$ cat config.mk
export PLATFORM = sky130hd
export DESIGN_NAME = aedec_top
export DESIGN_NICKNAME = d
export VERILOG_FILES = /design/src/logic/aedec_pkg.sv /design/src/logic/aedec_if.sv /design/src/logic/aedec_table.sv /design/src/logic/aedec_top.sv
export SDC_FILE = /design/constraint.sdc
export NUM_CORES = 1
export LEC_CHECK = 0
export ABC_CLOCK_PERIOD_IN_PS = 800
export BUFFER_PORTS_ARGS = -buffer_cell sky130_fd_sc_hd__buf_2
export CORE_UTILIZATION = 30
export CTS_BUF_LIST = sky130_fd_sc_hd__clkbuf_2
export CTS_CLUSTER_DIAMETER = 40
export DETAILED_ROUTE_END_ITERATION = 8
export GPL_ROUTABILITY_DRIVEN = 0
export PLACE_DENSITY = 0.62
export SLEW_MARGIN = 20
export SYNTH_ARGS = -nofsm -noshare
export SYNTH_HDL_FRONTEND = slang
export SYNTH_SLANG_ARGS = --single-unit
$ cat constraint.sdc
create_clock -name clk_sys -period 0.8 [get_ports clk_sys]
set_clock_uncertainty 0.1 [all_clocks]
set_input_delay 0.04 -clock clk_sys [delete_from_list [all_inputs] [get_ports clk_sys]]
set_output_delay 0.04 -clock clk_sys [all_outputs]
set_load 0.05 [all_outputs]
$ cat src/logic/aedec_pkg.sv
// Package: opcode field layout, encodings and decoded operation types for the arithmetic/exchange decoder
`default_nettype none
package aedec_pkg;
    localparam int          AEDEC_OPW          = 16;
    localparam int          AEDEC_LINE_HI      = 15;
    localparam int          AEDEC_LINE_LO      = 12;
    localparam int          AEDEC_RX_HI        = 11;
    localparam int          AEDEC_RX_LO        = 9;
    localparam int          AEDEC_OPM_HI       = 8;
    localparam int          AEDEC_OPM_LO       = 6;
    localparam int          AEDEC_TYPE_BIT     = 8;
    localparam int          AEDEC_RM_BIT       = 3;
    localparam int          AEDEC_SRC_HI       = 2;
    localparam int          AEDEC_SRC_LO       = 0;
    localparam int          AEDEC_EAM_HI       = 5;
    localparam int          AEDEC_EAM_LO       = 3;
    localparam logic [3:0]  AEDEC_LINE_MUL     = 4'hC;
    localparam logic [3:0]  AEDEC_LINE_ADD     = 4'hD;
    localparam logic [1:0]  AEDEC_MUL_SEL      = 2'h3;
    localparam logic [4:0]  AEDEC_DADD_SEL     = 5'h10;
    // Swap selectors are opcode bits 8 down to 3
    localparam logic [5:0]  AEDEC_SWAP_DD      = 6'h28;
    localparam logic [5:0]  AEDEC_SWAP_AA      = 6'h29;
    localparam logic [5:0]  AEDEC_SWAP_DA      = 6'h31;
    localparam logic [2:0]  AEDEC_OPM_ADD_B    = 3'h0;
    localparam logic [2:0]  AEDEC_OPM_ADD_W    = 3'h1;
    localparam logic [2:0]  AEDEC_OPM_ADD_L    = 3'h2;
    localparam logic [2:0]  AEDEC_OPM_ADD_AN_W = 3'h3;
    localparam logic [2:0]  AEDEC_OPM_ADD_AN_L = 3'h7;
    localparam logic        AEDEC_TYPE_UNSIGN  = 1'b0;
    localparam logic        AEDEC_RM_REG       = 1'b0;

    typedef enum logic [3:0] {
        AEDEC_OP_NONE     = 4'h0,
        AEDEC_OP_UMUL_W   = 4'h1,
        AEDEC_OP_SMUL_W   = 4'h2,
        AEDEC_OP_DADD_REG = 4'h3,
        AEDEC_OP_DADD_MEM = 4'h4,
        AEDEC_OP_SWAP_DD  = 4'h5,
        AEDEC_OP_SWAP_AA  = 4'h6,
        AEDEC_OP_SWAP_DA  = 4'h7,
        AEDEC_OP_ADD_DN   = 4'h8,
        AEDEC_OP_ADD_AN   = 4'h9
    } aedec_op_t;

    typedef enum logic [1:0] {
        AEDEC_SZ_BYTE = 2'h0,
        AEDEC_SZ_WORD = 2'h1,
        AEDEC_SZ_LONG = 2'h2
    } aedec_size_t;

    // Register file selector for an operand
    typedef enum logic [1:0] {
        AEDEC_RF_NONE = 2'h0,
        AEDEC_RF_DATA = 2'h1,
        AEDEC_RF_ADDR = 2'h2
    } aedec_rf_t;

    typedef struct packed {
        logic        valid;
        aedec_op_t   op;
        aedec_size_t size;
        aedec_rf_t   first_rf;
        logic [2:0]  first_reg;
        aedec_rf_t   second_rf;
        logic [2:0]  second_reg;
        logic        predec;
        logic        use_ea;
        logic [5:0]  ea;
        logic        illegal;
    } aedec_dec_t;
endpackage : aedec_pkg
`default_nettype wire

$ cat src/logic/aedec_if.sv
// Interface carrying the opcode word and combinational decode between decoder modules
`timescale 1ns/1ps
`default_nettype none
interface aedec_if;
    import aedec_pkg::*;
    logic [AEDEC_OPW-1:0] opcode;
    aedec_dec_t           dec;
    modport core  (output opcode, input dec);
    modport table_side (input opcode, output dec);
endinterface : aedec_if
`default_nettype wire

$ cat src/logic/aedec_table.sv
// Combinational opcode table for multiply, decimal add, swap and add groups
`timescale 1ns/1ps
`default_nettype none
module aedec_table (
    // Opcode in, decode out
    aedec_if.table_side dif
);
    import aedec_pkg::*;

    logic [3:0] line;
    logic [2:0] rx;
    logic [2:0] sreg;
    logic [2:0] opm;
    logic       rm;

    assign line = dif.opcode[AEDEC_LINE_HI:AEDEC_LINE_LO];
    assign rx   = dif.opcode[AEDEC_RX_HI:AEDEC_RX_LO];
    assign sreg = dif.opcode[AEDEC_SRC_HI:AEDEC_SRC_LO];
    assign opm  = dif.opcode[AEDEC_OPM_HI:AEDEC_OPM_LO];
    assign rm   = dif.opcode[AEDEC_RM_BIT];

    always_comb begin
        dif.dec            = '0;
        dif.dec.op         = AEDEC_OP_NONE;
        dif.dec.size       = AEDEC_SZ_WORD;
        dif.dec.first_rf   = AEDEC_RF_NONE;
        dif.dec.second_rf  = AEDEC_RF_NONE;
        dif.dec.first_reg  = rx;
        dif.dec.second_reg = sreg;
        dif.dec.ea         = dif.opcode[AEDEC_EAM_HI:AEDEC_SRC_LO];
        if (line == AEDEC_LINE_MUL) begin
            if (dif.opcode[7:6] == AEDEC_MUL_SEL) begin
                // Type bit picks the signedness; destination is always a data register
                dif.dec.op       = (dif.opcode[AEDEC_TYPE_BIT] == AEDEC_TYPE_UNSIGN) ?
                                   AEDEC_OP_UMUL_W : AEDEC_OP_SMUL_W;
                dif.dec.first_rf = AEDEC_RF_DATA;
                dif.dec.use_ea   = 1'b1;
            end else if (dif.opcode[8:4] == AEDEC_DADD_SEL) begin
                dif.dec.size = AEDEC_SZ_BYTE;
                if (rm == AEDEC_RM_REG) begin
                    dif.dec.op        = AEDEC_OP_DADD_REG;
                    dif.dec.first_rf  = AEDEC_RF_DATA;
                    dif.dec.second_rf = AEDEC_RF_DATA;
                end else begin
                    dif.dec.op        = AEDEC_OP_DADD_MEM;
                    dif.dec.first_rf  = AEDEC_RF_ADDR;
                    dif.dec.second_rf = AEDEC_RF_ADDR;
                    dif.dec.predec    = 1'b1;
                end
            end else if (dif.opcode[AEDEC_OPM_HI:AEDEC_RM_BIT] == AEDEC_SWAP_DD ||
                         dif.opcode[AEDEC_OPM_HI:AEDEC_RM_BIT] == AEDEC_SWAP_AA) begin
                // Same-file swaps differ only in bit 3
                dif.dec.size = AEDEC_SZ_LONG;
                if (rm == AEDEC_RM_REG) begin
                    dif.dec.op        = AEDEC_OP_SWAP_DD;
                    dif.dec.first_rf  = AEDEC_RF_DATA;
                    dif.dec.second_rf = AEDEC_RF_DATA;
                end else begin
                    dif.dec.op        = AEDEC_OP_SWAP_AA;
                    dif.dec.first_rf  = AEDEC_RF_ADDR;
                    dif.dec.second_rf = AEDEC_RF_ADDR;
                end
            end else if (dif.opcode[AEDEC_OPM_HI:AEDEC_RM_BIT] == AEDEC_SWAP_DA) begin
                // Mixed swap is its own encoding, not a variant of the two above
                dif.dec.size      = AEDEC_SZ_LONG;
                dif.dec.op        = AEDEC_OP_SWAP_DA;
                dif.dec.first_rf  = AEDEC_RF_DATA;
                dif.dec.second_rf = AEDEC_RF_ADDR;
            end else begin
                dif.dec.illegal = 1'b1;
            end
        end else if (line == AEDEC_LINE_ADD) begin
            dif.dec.use_ea = 1'b1;
            case (opm)
                AEDEC_OPM_ADD_B, AEDEC_OPM_ADD_W, AEDEC_OPM_ADD_L: begin
                    dif.dec.op       = AEDEC_OP_ADD_DN;
                    dif.dec.size     = aedec_size_t'(opm[1:0]);
                    dif.dec.first_rf = AEDEC_RF_DATA;
                end
                AEDEC_OPM_ADD_AN_W, AEDEC_OPM_ADD_AN_L: begin
                    dif.dec.op       = AEDEC_OP_ADD_AN;
                    dif.dec.size     = opm[2] ? AEDEC_SZ_LONG : AEDEC_SZ_WORD;
                    dif.dec.first_rf = AEDEC_RF_ADDR;
                end
                default: begin
                    // Opmodes 4..6 belong to forms outside this decoder
                    dif.dec.use_ea  = 1'b0;
                    dif.dec.illegal = 1'b1;
                end
            endcase
        end else begin
            dif.dec.illegal = 1'b1;
        end
        dif.dec.valid = (dif.dec.op != AEDEC_OP_NONE);
    end
endmodule : aedec_table
`default_nettype wire

$ cat src/logic/aedec_top.sv
// Registered opcode decoder for multiply, decimal add, register swap and add groups
// Overview of operation
// - Multiply type bit zero gives unsigned multiply, one gives signed multiply.
// - Decimal add select bit zero means register form, one means memory form.
// - Register form: both three-bit fields name data registers.
// - Memory form: both fields name address registers, both operands predecremented.
// - Data-with-address swap is a separate form from data-data and address-address.
`timescale 1ns/1ps
`default_nettype none
module aedec_top (
    // Clock and reset
    input  wire logic                        clk_sys,
    input  wire logic                        arst_n,
    // From fetch
    input  wire logic                        op_valid,
    input  wire logic [aedec_pkg::AEDEC_OPW-1:0] op_word,
    // To execute
    output logic                             dec_valid,
    output aedec_pkg::aedec_op_t             dec_op,
    output aedec_pkg::aedec_size_t           dec_size,
    output aedec_pkg::aedec_rf_t             dec_first_rf,
    output logic [2:0]                       dec_first_reg,
    output aedec_pkg::aedec_rf_t             dec_second_rf,
    output logic [2:0]                       dec_second_reg,
    output logic                             dec_predec,
    output logic                             dec_use_ea,
    output logic [5:0]                       dec_ea,
    output logic                             dec_illegal
);
    import aedec_pkg::*;

    typedef struct packed {
        aedec_dec_t dec;
    } aedec_state_t;

    aedec_state_t st_r;
    aedec_state_t st_nxt;
    aedec_if      dif ();

    assign dif.opcode = op_word;

    aedec_table u_table (
        .dif (dif.table_side)
    );

    // One cycle of latency keeps decode off the fetch-to-execute timing path
    always_comb begin
        st_nxt     = '0;
        st_nxt.dec = dif.dec;
        if (!op_valid) begin
            st_nxt.dec = '0;
        end
    end

    always_ff @(posedge clk_sys or negedge arst_n) begin
        if (!arst_n) begin
            st_r <= '0;
        end else begin
            st_r <= st_nxt;
        end
    end

    assign dec_valid      = st_r.dec.valid;
    assign dec_op         = st_r.dec.op;
    assign dec_size       = st_r.dec.size;
    assign dec_first_rf   = st_r.dec.first_rf;
    assign dec_first_reg  = st_r.dec.first_reg;
    assign dec_second_rf  = st_r.dec.second_rf;
    assign dec_second_reg = st_r.dec.second_reg;
    assign dec_predec     = st_r.dec.predec;
    assign dec_use_ea     = st_r.dec.use_ea;
    assign dec_ea         = st_r.dec.ea;
    assign dec_illegal    = st_r.dec.illegal;
endmodule : aedec_top
`default_nettype wire

==> results.txt, run 1 <==
The final-layout setup total negative slack is -6750 ps. The leakage power is 0.882 nW. The relative slew slack is 0.676. The sequential cells in the finished layout cover a total of 579 um^2. The share of the clock period used by the worst path after layout came out at 1.35. The largest fanout on the critical path came out at 2.

Input and output buffers added on the ports amount to 44. For this run, the register share of the synthesized area comes to 0.569. The first global-routing pass estimated 4190 um of wire. In the post-synthesis netlist, the cell with the most instances is sky130_fd_sc_hd__dfrtp_1.

The biggest area contributor in the post-synthesis netlist is sky130_fd_sc_hd__dfrtp_1. The count of maximum capacitance violations is 0. The final setup violation count came out at 33. The count of vias placed by the detailed router came out at 968. The count of unique library cells instantiated by Yosys came out at 32. The count of mapped cells out of synthesis is 93. The CTS H-tree depth is 1. The async set or reset register ratio after synthesis came out at 1.00.

The total overflow reported by the global router is 0. The core utilization of the finished layout is 0.581. The finished layout holds 211 standard cells, fillers aside.

The average cell area after synthesis is 10.9 um^2. The floorplan core area is 0.00313 mm^2. The post-route minimum period came out at 1080 ps. Counting instances in the post-synthesis netlist gives the leading cell types as 23 x sky130_fd_sc_hd__dfrtp_1, 10 x sky130_fd_sc_hd__and2_1, 7 x sky130_fd_sc_hd__a21oi_1. Based on the critical path, the design can be clocked at up to 0.924 GHz.

The number of hold-slack violations in the final timing report came out at 5. By startpoint and endpoint, the worst setup path is classified as register to primary output. The number of warning messages in the yosys log came out at 0.

The largest stage delay on the critical path is 460 ps. The floorplan step defined a die boundary enclosing 0.00361 mm^2. TritonCTS built the clock tree. The number of iterations in the first detailed-routing pass is 4.

From synthesis to final layout, the design area changed by 79.5%. For the worst setup path, the data arrival time is 940 ps. The initial utilization of the core area, before any placement, comes to 0.324. The average routed wire per standard cell is 12.2 um.

In this run the remaining antenna-violating nets after routing total 0. The top cell family by delay on the critical path is flip-flops. By area the synthesized netlist is led by sky130_fd_sc_hd__dfrtp_1 57%, sky130_fd_sc_hd__and2_1 6.2%, sky130_fd_sc_hd__a21oi_1 3.5%. Wires add up to 2560 um. At the worst endpoint, the required time is 660 ps. The power per unit of standard cell area came out at 1280 mW/mm^2. The area of the multi-input gates is 475 um^2. The cell area after technology mapping is 0.00101 mm^2. For this design, the slowest cell found on the critical path is sky130_fd_sc_hd__dfrtp_2. The transition at the pin with the smallest max-transition slack is 487 ps.

The flip-flop and latch count after synthesis came out at 23. TritonCTS created 3 clock buffers. The number of flops mapped to enable cells by yosys came out at 0.

The DRC violations left came out at 0. Entering global routing, the biggest net connects 24 pins. The run finished, with violations left. The worst setup path is captured at a primary output. Setup repair after global routing could not meet its margin everywhere. The clock passes through at most 2 buffers. The area share of the leading cell type in the synthesized netlist came out at 0.569.

The max-slew violation count is 0. The worst-case vdd ir drop came out at 0.466 mV. The checks that failed: negative hold slack, negative setup slack. The first routing iteration left 17 violations. The post-CTS clock slew at the launch and capture registers of the worst setup and hold paths came out at 200 ps. The average vias per placed instance is 4.59. The design draws 2.32 mW. The die is 60.1 um tall. The buffers plus inverters on the worst setup path came out at 1. The post-DP HPWL came out at 1910 um. Of the cells placed in the final design, the portion with a size suffix greater than 1 is 0.557. Walking the worst path, the cells encountered are buf_6. The worst setup path is launched from a register.

The minimum setup slack in the final design is -282 ps. The floorplan has 20 rows. After the last flow step, the layout net total stands at 187. The initial antenna violation count came out at 0. The sink count of the clock tree is 23. From left edge to right edge, the die measures 60.1 um.

The number of antenna diodes came out at 0. The total nets after synthesis is 112. The final-layout worst hold slack is -61.7 ps. The buffer cell driving the clock tree root is sky130_fd_sc_hd__clkbuf_2.

The most used flip-flop cell after synthesis is sky130_fd_sc_hd__dfrtp_1. The filler cell count in the final layout is 260. The aggregate global-route resource usage is 0.159. After detailed placement, the design holds a cell count of 198. The I/O pin total is 45. The worst hold path class is primary input to register. The via count of the first global-routing pass came out at 978.
[worst paths after layout]
path,startpoint,end,slack (ps),depth (start not counted)
max in group asynchronous,arst_n,dec_ea[2],170,2
min in group asynchronous,arst_n,dec_predec,70,2
setup / recovery,dec_ea[2],dec_second_reg[2],-280,1
hold / removal,op_valid,dec_op[2],-60,3
[metrics by stage]
step	setup WS [ps]	hold slack, ps	instance area [um^2]
finish	-282	-61.7	1820
global route	-321	-71.0	1820
CTS	-294	-102	1770
detailed placement	-531	-61.5	1470
global placement	-511	-80.5	1470
floorplan	-358	-356	1090
[cells in the final DEF (no fill, tap or decap), types with 2 or more instances in the layout]
master,Yosys,layout
sky130_fd_sc_hd__inv_1,2,2
sky130_fd_sc_hd__clkbuf_2,0,4
sky130_fd_sc_hd__dfrtp_1,23,20
sky130_fd_sc_hd__dfrtp_2,0,3
sky130_fd_sc_hd__nor2_1,6,6
sky130_fd_sc_hd__buf_2,0,15
sky130_fd_sc_hd__nand2b_1,2,2
sky130_fd_sc_hd__o21ai_2,1,2
sky130_fd_sc_hd__nor2b_1,2,2
sky130_fd_sc_hd__nor3_4,0,2
sky130_fd_sc_hd__buf_4,3,22
sky130_fd_sc_hd__buf_6,0,31
sky130_fd_sc_hd__nand3_1,3,2
sky130_fd_sc_hd__a21oi_2,0,2
sky130_fd_sc_hd__o221ai_2,1,2
sky130_fd_sc_hd__a21oi_1,7,5
sky130_fd_sc_hd__dlygate4sd3_1,0,9
sky130_fd_sc_hd__nand2_1,6,4
sky130_fd_sc_hd__and2_1,10,10
[power by group]
part | switching [mW] | internal [mW] | leakage (nW)
clock network | 0.326 | 0.132 | 0.0166
logic | 0.352 | 0.288 | 0.563
registers | 0.0191 | 1.20 | 0.303
total | 0.697 | 1.62 | 0.882
[cells by family (layout without fill, tap and decap cells)]
logic type	Yosys count	after routing	share of synthesized area
muxes	1	1	0.0111
DFF	23	23	0.569
xor gates and xnor gates	1	1	0.00865
buffers and inverters	9	83	0.0445
and+or+nand+nor	40	40	0.239
AOI/OAI and AO/OA	19	19	0.129
[final cells by class]
class                           count  share of cell area
Sequential cell                    23               0.319
Inverter                            2             0.00413
Timing Repair Buffer               77               0.374
Tap cell                           44              0.0303
Clock buffer                        4              0.0110
Multi-Input combinational cell     61               0.262
[what timing repair did]
item / 4_1_cts / 5_1_grt
pin swaps: 6 / 5
endpoints found under the hold margin: 37 / 6
hold buffers: 7 / 2
endpoints found under the setup margin: 35 / 35
cloned: 0 / 0
resized for setup: 63 / 4
setup buffers: 1 / 1
[per-layer routing]
layer | global-route usage | part of all wire
met1 | 0.186 | 0.39
met2 | 0.287 | 0.55
met3 | 0.0152 | 0.035
met4 | 0.0797 | 0.022
met5 | 0 | 0
Note: power is estimated with default switching activity, not from simulation.
==> run 2: changes to the inputs <==
- ABC_CLOCK_PERIOD_IN_PS: 800 -> 1200
- SETUP_SLACK_MARGIN: not set -> 0.2
- clock period: 0.8 -> 1.2 ns (I/O delays scaled with it)
==> run 2 against run 1 <==
- the run ends with negative hold slack left
- count of clock-buffer cells in the layout did not move
- design area is 8.0% lower
- sequential share of layout area rose by 2.8 points
- final cell count shrank 5.2%
- power down 35%
- flip-flop and latch count unchanged
- die area unchanged
- worst hold slack gained 54 ps
- global-route usage is 0.49 points higher
- utilization shrank 4.6 points
- critical path type is now primary input to register
- largest cell class unchanged
- largest power group unchanged
==> results.txt, run 2 (synthesized netlist as in run 1, its figures left out) <==
Outcome: complete, but fails checks (unchanged). Violated checks: negative hold slack (was negative hold slack, negative setup slack). The power per unit of standard cell area is 902 mW/mm^2 (was 1280 mW/mm^2). The switching fraction of total power came to 0.300 (was 0.301). Worst-path cell chain: buf_2 -> dlygate4sd3_1 -> o21ai_0 -> nor2_1 -> a311o_1 (was buf_6). The die extent in y is 60.1 um (unchanged). The pin count of the biggest net entering global routing came out at 24 (unchanged). The transition at the pin with the smallest max-transition slack is 491 ps (was 487 ps). The final-layout worst hold slack came to -7.30 ps (was -61.7 ps).

The worst hold path class is primary input to register (unchanged). The number of buffers added on ports was 44 (unchanged). The net load switching power came to 0.453 mW (was 0.697 mW). The area of the multi-input gates is 413 um^2 (was 475 um^2).

The largest fanout on the critical path is 5 (was 2). The floorplan core area came out at 0.00313 mm^2 (unchanged). The cell with the largest stage delay on the worst path is sky130_fd_sc_hd__dlygate4sd3_1 (was sky130_fd_sc_hd__dfrtp_2). The CTS H-tree depth is 1 (unchanged). The category of the worst setup path launch point is a primary input (was register). The share of the clock period used by the worst path after layout is 0.972.

The max-slew violation count is 0 (unchanged). The fraction of power consumed by combinational cells is 0.258 (was 0.276). Timing would allow up to 0.857 GHz.

The average routed wire per standard cell came out at 12.9 um (was 12.2 um). The chip width is 60.1 um (unchanged). The relative slew slack came out at 0.672 (was 0.676). The design internal power was 1.06 mW (was 1.62 mW). The via count of the first global-routing pass is 972 (was 978).

The kind of capture point of the worst setup path is a register (was primary output). The most frequent standard cell in the layout excluding fill and tap cells is sky130_fd_sc_hd__buf_6 (unchanged). The number of hold-slack violations in the final timing report came out at 1 (was 5). The total overflow reported by the global router came to 0 (unchanged).

The post-DP HPWL is 1810 um (was 1910 um). The DRC violations left was 0 (unchanged). The clock tree from TritonCTS is yes (unchanged).

Highest-count cells in the layout ignoring fill and taps: 27 x sky130_fd_sc_hd__buf_6, 20 x sky130_fd_sc_hd__dfrtp_1, 16 x sky130_fd_sc_hd__buf_2, 13 x sky130_fd_sc_hd__dlygate4sd3_1, 10 x sky130_fd_sc_hd__and2_1 (was 31 x sky130_fd_sc_hd__buf_6, 22 x sky130_fd_sc_hd__buf_4, 20 x sky130_fd_sc_hd__dfrtp_1, 15 x sky130_fd_sc_hd__buf_2, 10 x sky130_fd_sc_hd__and2_1). The share of cells above drive strength 1 came to 0.436 (was 0.557). The post-route minimum period is 1170 ps.

The count of vias placed by the detailed router is 930 (was 968). The total power consumption of the routed design came out at 1.51 mW (was 2.32 mW). The clock buffer count from CTS came out at 3 (unchanged).

The remaining antenna violation count is 0 (unchanged). The area of all sequential standard cells was 579 um^2 (unchanged). The overall die area is 0.00361 mm^2 (unchanged). The filler cell count in the final layout was 280 (was 260).

The final setup violation count came out at 0 (was 33). The I/O pin total is 45 (unchanged). The buffer cell driving the clock tree root is sky130_fd_sc_hd__clkbuf_2 (unchanged). The synthesis-to-layout area growth is 65.1% (was 79.5%). Setup repair after global routing missed its margin: true (unchanged). The aggregate global-route resource usage is 0.164 (was 0.159). The number of iterations in the first detailed-routing pass is 4 (unchanged). The number of antenna diodes was 0 (unchanged). The initial antenna violation count came out at 0 (unchanged). The number of standard-cell rows in the floorplan is 20 (unchanged). The count of maximum capacitance violations came out at 0 (unchanged). The core utilization of the finished layout came out at 0.534 (was 0.581). The worst-case vdd ir drop came to 0.276 mV (was 0.466 mV). The initial standard-cell utilization of the core is 0.324 (unchanged). The total number of nets in the final design is 176 (was 187). The critical path start-end classification is primary input to register (was register to primary output). The data required time at the worst endpoint came out at 1350 ps (was 660 ps). The average vias per placed instance came out at 4.65 (was 4.59). The final wirelength is 2590 um (was 2560 um). The global-route wire length before repair is 4290 um (was 4190 um). The iteration-0 DRC count of the detailed router came out at 40 (was 17). The top cell family by delay on the critical path was buffers and inverters (was flip-flops).

The data arrival time of the critical path came out at 1310 ps (was 940 ps). The clock network fraction of total power is 0.203 (was 0.198). The sequential fraction of design power came out at 0.539 (was 0.526). The leakage power is 0.803 nW (was 0.882 nW). The buffers plus inverters on the worst setup path came out at 2 (was 1). The largest stage delay on the critical path came out at 650 ps (was 460 ps). The number of buffers on the longest clock path came out at 2 (unchanged). The setup fix buffers added after clock tree synthesis came to 0 (was 1). The post-CTS clock slew at the launch and capture registers of the worst setup and hold paths was 190 ps (was 200 ps). The sink count of the clock tree came out at 23 (unchanged).
[run 2: what timing repair did]
item	4_1_cts	5_1_grt
endpoints found under the hold margin	37	5
hold buffers	12	1
pin swaps	0	4
gates resized for setup	52	7
setup endpoints to repair	27	28
[run 2: metal layers]
metal,wire length (um),vias up,GRT usage
li1,-,446,-
met1,1080,438,0.186
met2,1320,42,0.294
met3,163,4,0.0325
met4,23,0,0.0731
met5,0,-,0
[run 2: worst paths after layout]
check | start | end | slack [ps] | cells after the start
min in group asynchronous | arst_n | dec_use_ea | 90 | 2
hold / removal | op_valid | dec_op[1] | -7 | 3
max in group asynchronous | arst_n | dec_second_reg[1] | 550 | 2
setup / recovery | op_valid | dec_valid | 30 | 5
[run 2: final cells by class]
class,instances,area share
Timing Repair Buffer,66,0.357
Clock buffer,4,0.0120
Sequential cell,23,0.347
Tap cell,44,0.0329
Multi-Input combinational cell,61,0.247
Inverter,2,0.00449
[run 2: worst min-delay path: stages]
cell                      delay [ps]
sky130_fd_sc_hd__buf_2           130
sky130_fd_sc_hd__nand2_1          80
sky130_fd_sc_hd__o32ai_1         130
[run 2: power groups by stage]
| stage | combinational, mW | clock (mW) | sequential (mW) |
|---|---|---|---|
| after floorplan | 0.112 | 0 | 0.905 |
| after global placement | 0.302 | 0 | 0.819 |
| after detailed placement | 0.307 | 0 | 0.820 |
| after CTS | 0.373 | 0.320 | 0.813 |
| after global routing | 0.419 | 0.353 | 0.816 |
| final | 0.389 | 0.306 | 0.813 |
[run 2: through the flow]
| step | area (um^2) | worst slack, ps | hold slack [ps] | cells | setup TNS [ps] |
|---|---|---|---|---|---|
| 6_report | 1670 | 33.1 | -7.30 | 200 | 0 |
| 5_1_grt | 1670 | 34.7 | -7.15 | 200 | 0 |
| 3_5_place_dp | 1320 | -185 | -47.4 | 183 | -478 |
| 4_1_cts | 1630 | 80.0 | -95.2 | 199 | 0 |
| 3_3_place_gp | 1320 | -143 | -56.9 | 183 | -318 |
| 2_1_floorplan | 1020 | 22.0 | -336 | 93 | 0 |
==> run 3: changes to the inputs <==
- CORE_ASPECT_RATIO: not set -> 0.9
- SKIP_LAST_GASP: not set -> 1
==> run 3 against run 2 <==
- the flow still finishes with violations (negative hold slack)
- die area is essentially flat
- critical path depth down 4
- non-clock buffer count grew 3
- maximum frequency grew 8.7%
- design area grew 0.97%
- sequential power about the same
- utilization increased by 0.35 points
- count of clock-buffer cells in the layout unchanged
- sequential share of layout area shrank 0.33 points
- power is 1.1% lower
- flip-flop and latch count did not move
- critical path type is now register to primary output
==> results.txt, run 3 (synthesized netlist as in run 1, its figures left out) <==
The final setup violation count is 0 (unchanged). The number of placed instances, taps included came out at 185 (was 183). The global-route wire length before repair is 4000 um (was 4290 um). The iteration-0 DRC count of the detailed router came to 22 (was 40). The leakage power is 0.822 nW (was 0.803 nW). The cell with the largest stage delay on the worst path is sky130_fd_sc_hd__dfrtp_2 (was sky130_fd_sc_hd__dlygate4sd3_1). The largest fanout on the critical path is 2 (was 5). The power per unit of standard cell area is 884 mW/mm^2 (was 902 mW/mm^2). The post-route minimum period is 1070 ps (was 1170 ps). Outcome: complete, but fails checks (unchanged). The relative slew slack came out at 0.690 (was 0.672). The max-slew violation count was 0 (unchanged). The switching fraction of total power is 0.290 (was 0.300). The total number of nets in the final design is 179 (was 176). The number of buffers added on ports came out at 44 (unchanged). The category of the worst setup path launch point is a register (was primary input).

The remaining antenna violation count is 0 (unchanged). The synthesis-to-layout area growth is 66.7% (was 65.1%). The DRC violations left came out at 0 (unchanged). The buffer cell driving the clock tree root is sky130_fd_sc_hd__clkbuf_2 (unchanged). The post-CTS clock slew at the launch and capture registers of the worst setup and hold paths is 180 ps (was 190 ps). The worst hold path class is primary input to register (unchanged). The non-filler instance count after layout came out at 201 (was 200). The final-layout worst hold slack is -59.2 ps (was -7.30 ps). The top cell family by delay on the critical path was flip-flops (was buffers and inverters).

The share of cells above drive strength 1 came out at 0.465 (was 0.436). The kind of capture point of the worst setup path is a primary output (was register). The total overflow reported by the global router is 0 (unchanged). The number of iterations in the first detailed-routing pass is 4 (unchanged). The design internal power came out at 1.06 mW (about the same). The worst-case vdd ir drop came to 0.294 mV (was 0.276 mV).

The transition at the pin with the smallest max-transition slack was 465 ps (was 491 ps). The minimum setup slack in the final design came out at 127 ps (was 33.1 ps). The number of standard-cell rows in the floorplan is 19 (was 20). The average routed wire per standard cell is 12.3 um (was 12.9 um).

The chip width is 63.2 um (was 60.1 um). The clock tree from TritonCTS is yes (unchanged). The via count of the first global-routing pass came out at 944 (was 972). The achievable clock frequency is 0.932 GHz (was 0.857 GHz). The CTS H-tree depth came to 1 (unchanged). The post-cts hold buffer count came to 11 (was 12). The clock buffer count from CTS came out at 3 (unchanged). The largest stage delay on the critical path came out at 450 ps (was 650 ps). Violated checks: negative hold slack (unchanged). The worst slack after detailed placement is -171 ps (was -185 ps). The initial antenna violation count came out at 0 (unchanged).

Worst-path cell chain: buf_6 (was buf_2 -> dlygate4sd3_1 -> o21ai_0 -> nor2_1 -> a311o_1). The total power consumption of the routed design came out at 1.49 mW (was 1.51 mW). The critical path start-end classification is register to primary output (was primary input to register).

The data required time at the worst endpoint is 1040 ps (was 1350 ps). The count of vias placed by the detailed router is 930 (unchanged). The die extent in y came out at 57.1 um (was 60.1 um).

The fraction of power consumed by combinational cells is 0.263 (was 0.258). Setup repair after global routing missed its margin: true (unchanged). The data arrival time of the critical path is 910 ps (was 1310 ps). The number of buffers on the longest clock path came out at 2 (unchanged). The aggregate global-route resource usage is 0.141 (was 0.164).

Highest-count cells in the layout ignoring fill and taps: 28 x sky130_fd_sc_hd__buf_6, 20 x sky130_fd_sc_hd__dfrtp_1, 16 x sky130_fd_sc_hd__buf_2, 14 x sky130_fd_sc_hd__buf_4, 11 x sky130_fd_sc_hd__dlygate4sd3_1 (was 27 x sky130_fd_sc_hd__buf_6, 20 x sky130_fd_sc_hd__dfrtp_1, 16 x sky130_fd_sc_hd__buf_2, 13 x sky130_fd_sc_hd__dlygate4sd3_1, 10 x sky130_fd_sc_hd__and2_1). The most frequent standard cell in the layout excluding fill and tap cells was sky130_fd_sc_hd__buf_6 (unchanged). The I/O pin total came out at 45 (unchanged). The share of the clock period used by the worst path after layout is 0.894 (was 0.972). The count of maximum capacitance violations was 0 (unchanged). The clock network fraction of total power is 0.193 (was 0.203). The initial standard-cell utilization of the core was 0.323 (was 0.324). The sink count of the clock tree is 23 (unchanged). The floorplan core area came to 0.00314 mm^2 (was 0.00313 mm^2). The pin count of the biggest net entering global routing is 24 (unchanged). The buffers plus inverters on the worst setup path is 1 (was 2). The number of antenna diodes came out at 0 (unchanged). The final wirelength came out at 2470 um (was 2590 um). The net load switching power came to 0.433 mW (was 0.453 mW).

The number of hold-slack violations in the final timing report was 2 (was 1). The final cell area excluding filler cells was 0.00169 mm^2 (was 0.00167 mm^2). The post-DP HPWL is 1760 um (was 1810 um). The sequential fraction of design power is 0.545 (was 0.539). The overall die area is 0.00361 mm^2 (about the same).

The average vias per placed instance came to 4.63 (was 4.65). The total placed instance area came out at 0.00135 mm^2 (was 0.00132 mm^2).
run 3: cell count changes in the layout (fill, tap and decap cells not counted), sizes merged:
cell	before	now
dlygate4sd3	13	11
buf	53	58
run 3: through the flow:
stage	utilization	TNS, ps
after global placement	0.431	-326
after floorplan	-	0
after global routing	0.538	0
after detailed placement	0.431	-547
after CTS	0.530	0
final	0.538	0
run 3: final cells by class:
type | count | area [um^2]
clock buffers | 4 | 20.0
fillers | 290 | 1450
inverters | 2 | 7.51
multi-input cells | 61 | 418
flip-flops and latches | 23 | 579
well taps | 42 | 52.6
repair buffers | 69 | 611
run 3: power by group through the flow:
stage | Sequential (mW) | Clock, mW | Combinational [mW]
floorplan | 0.905 | 0 | 0.112
global placement | 0.818 | 0 | 0.310
detailed placement | 0.820 | 0 | 0.314
CTS | 0.813 | 0.303 | 0.382
global route | 0.816 | 0.334 | 0.418
finish | 0.812 | 0.288 | 0.392
run 3: final timing paths:
kind	start	cells after the start	slack, ps	to
min	op_valid	2	-60	dec_illegal
max in group asynchronous	arst_n	2	540	dec_ea[2]
min in group asynchronous	arst_n	2	120	dec_size[1]
max	dec_second_reg[0]	1	130	dec_ea[0]
run 3: metal layers:
metal / up-vias / share of wire / track usage
li1: 448 / - / -
met1: 446 / 0.42 / 0.177
met2: 36 / 0.54 / 0.252
met3: 0 / 0.042 / 0.0120
met4: 0 / 0 / 0.0584
met5: - / 0 / 0
run 3: repair_timing:
action | CTS | global route
endpoints found under the setup margin | 27 | 29
pin swaps | 4 | 1
gates resized for setup | 54 | 3
buffers inserted | 1 | 0
hold endpoints to repair | 36 | 3
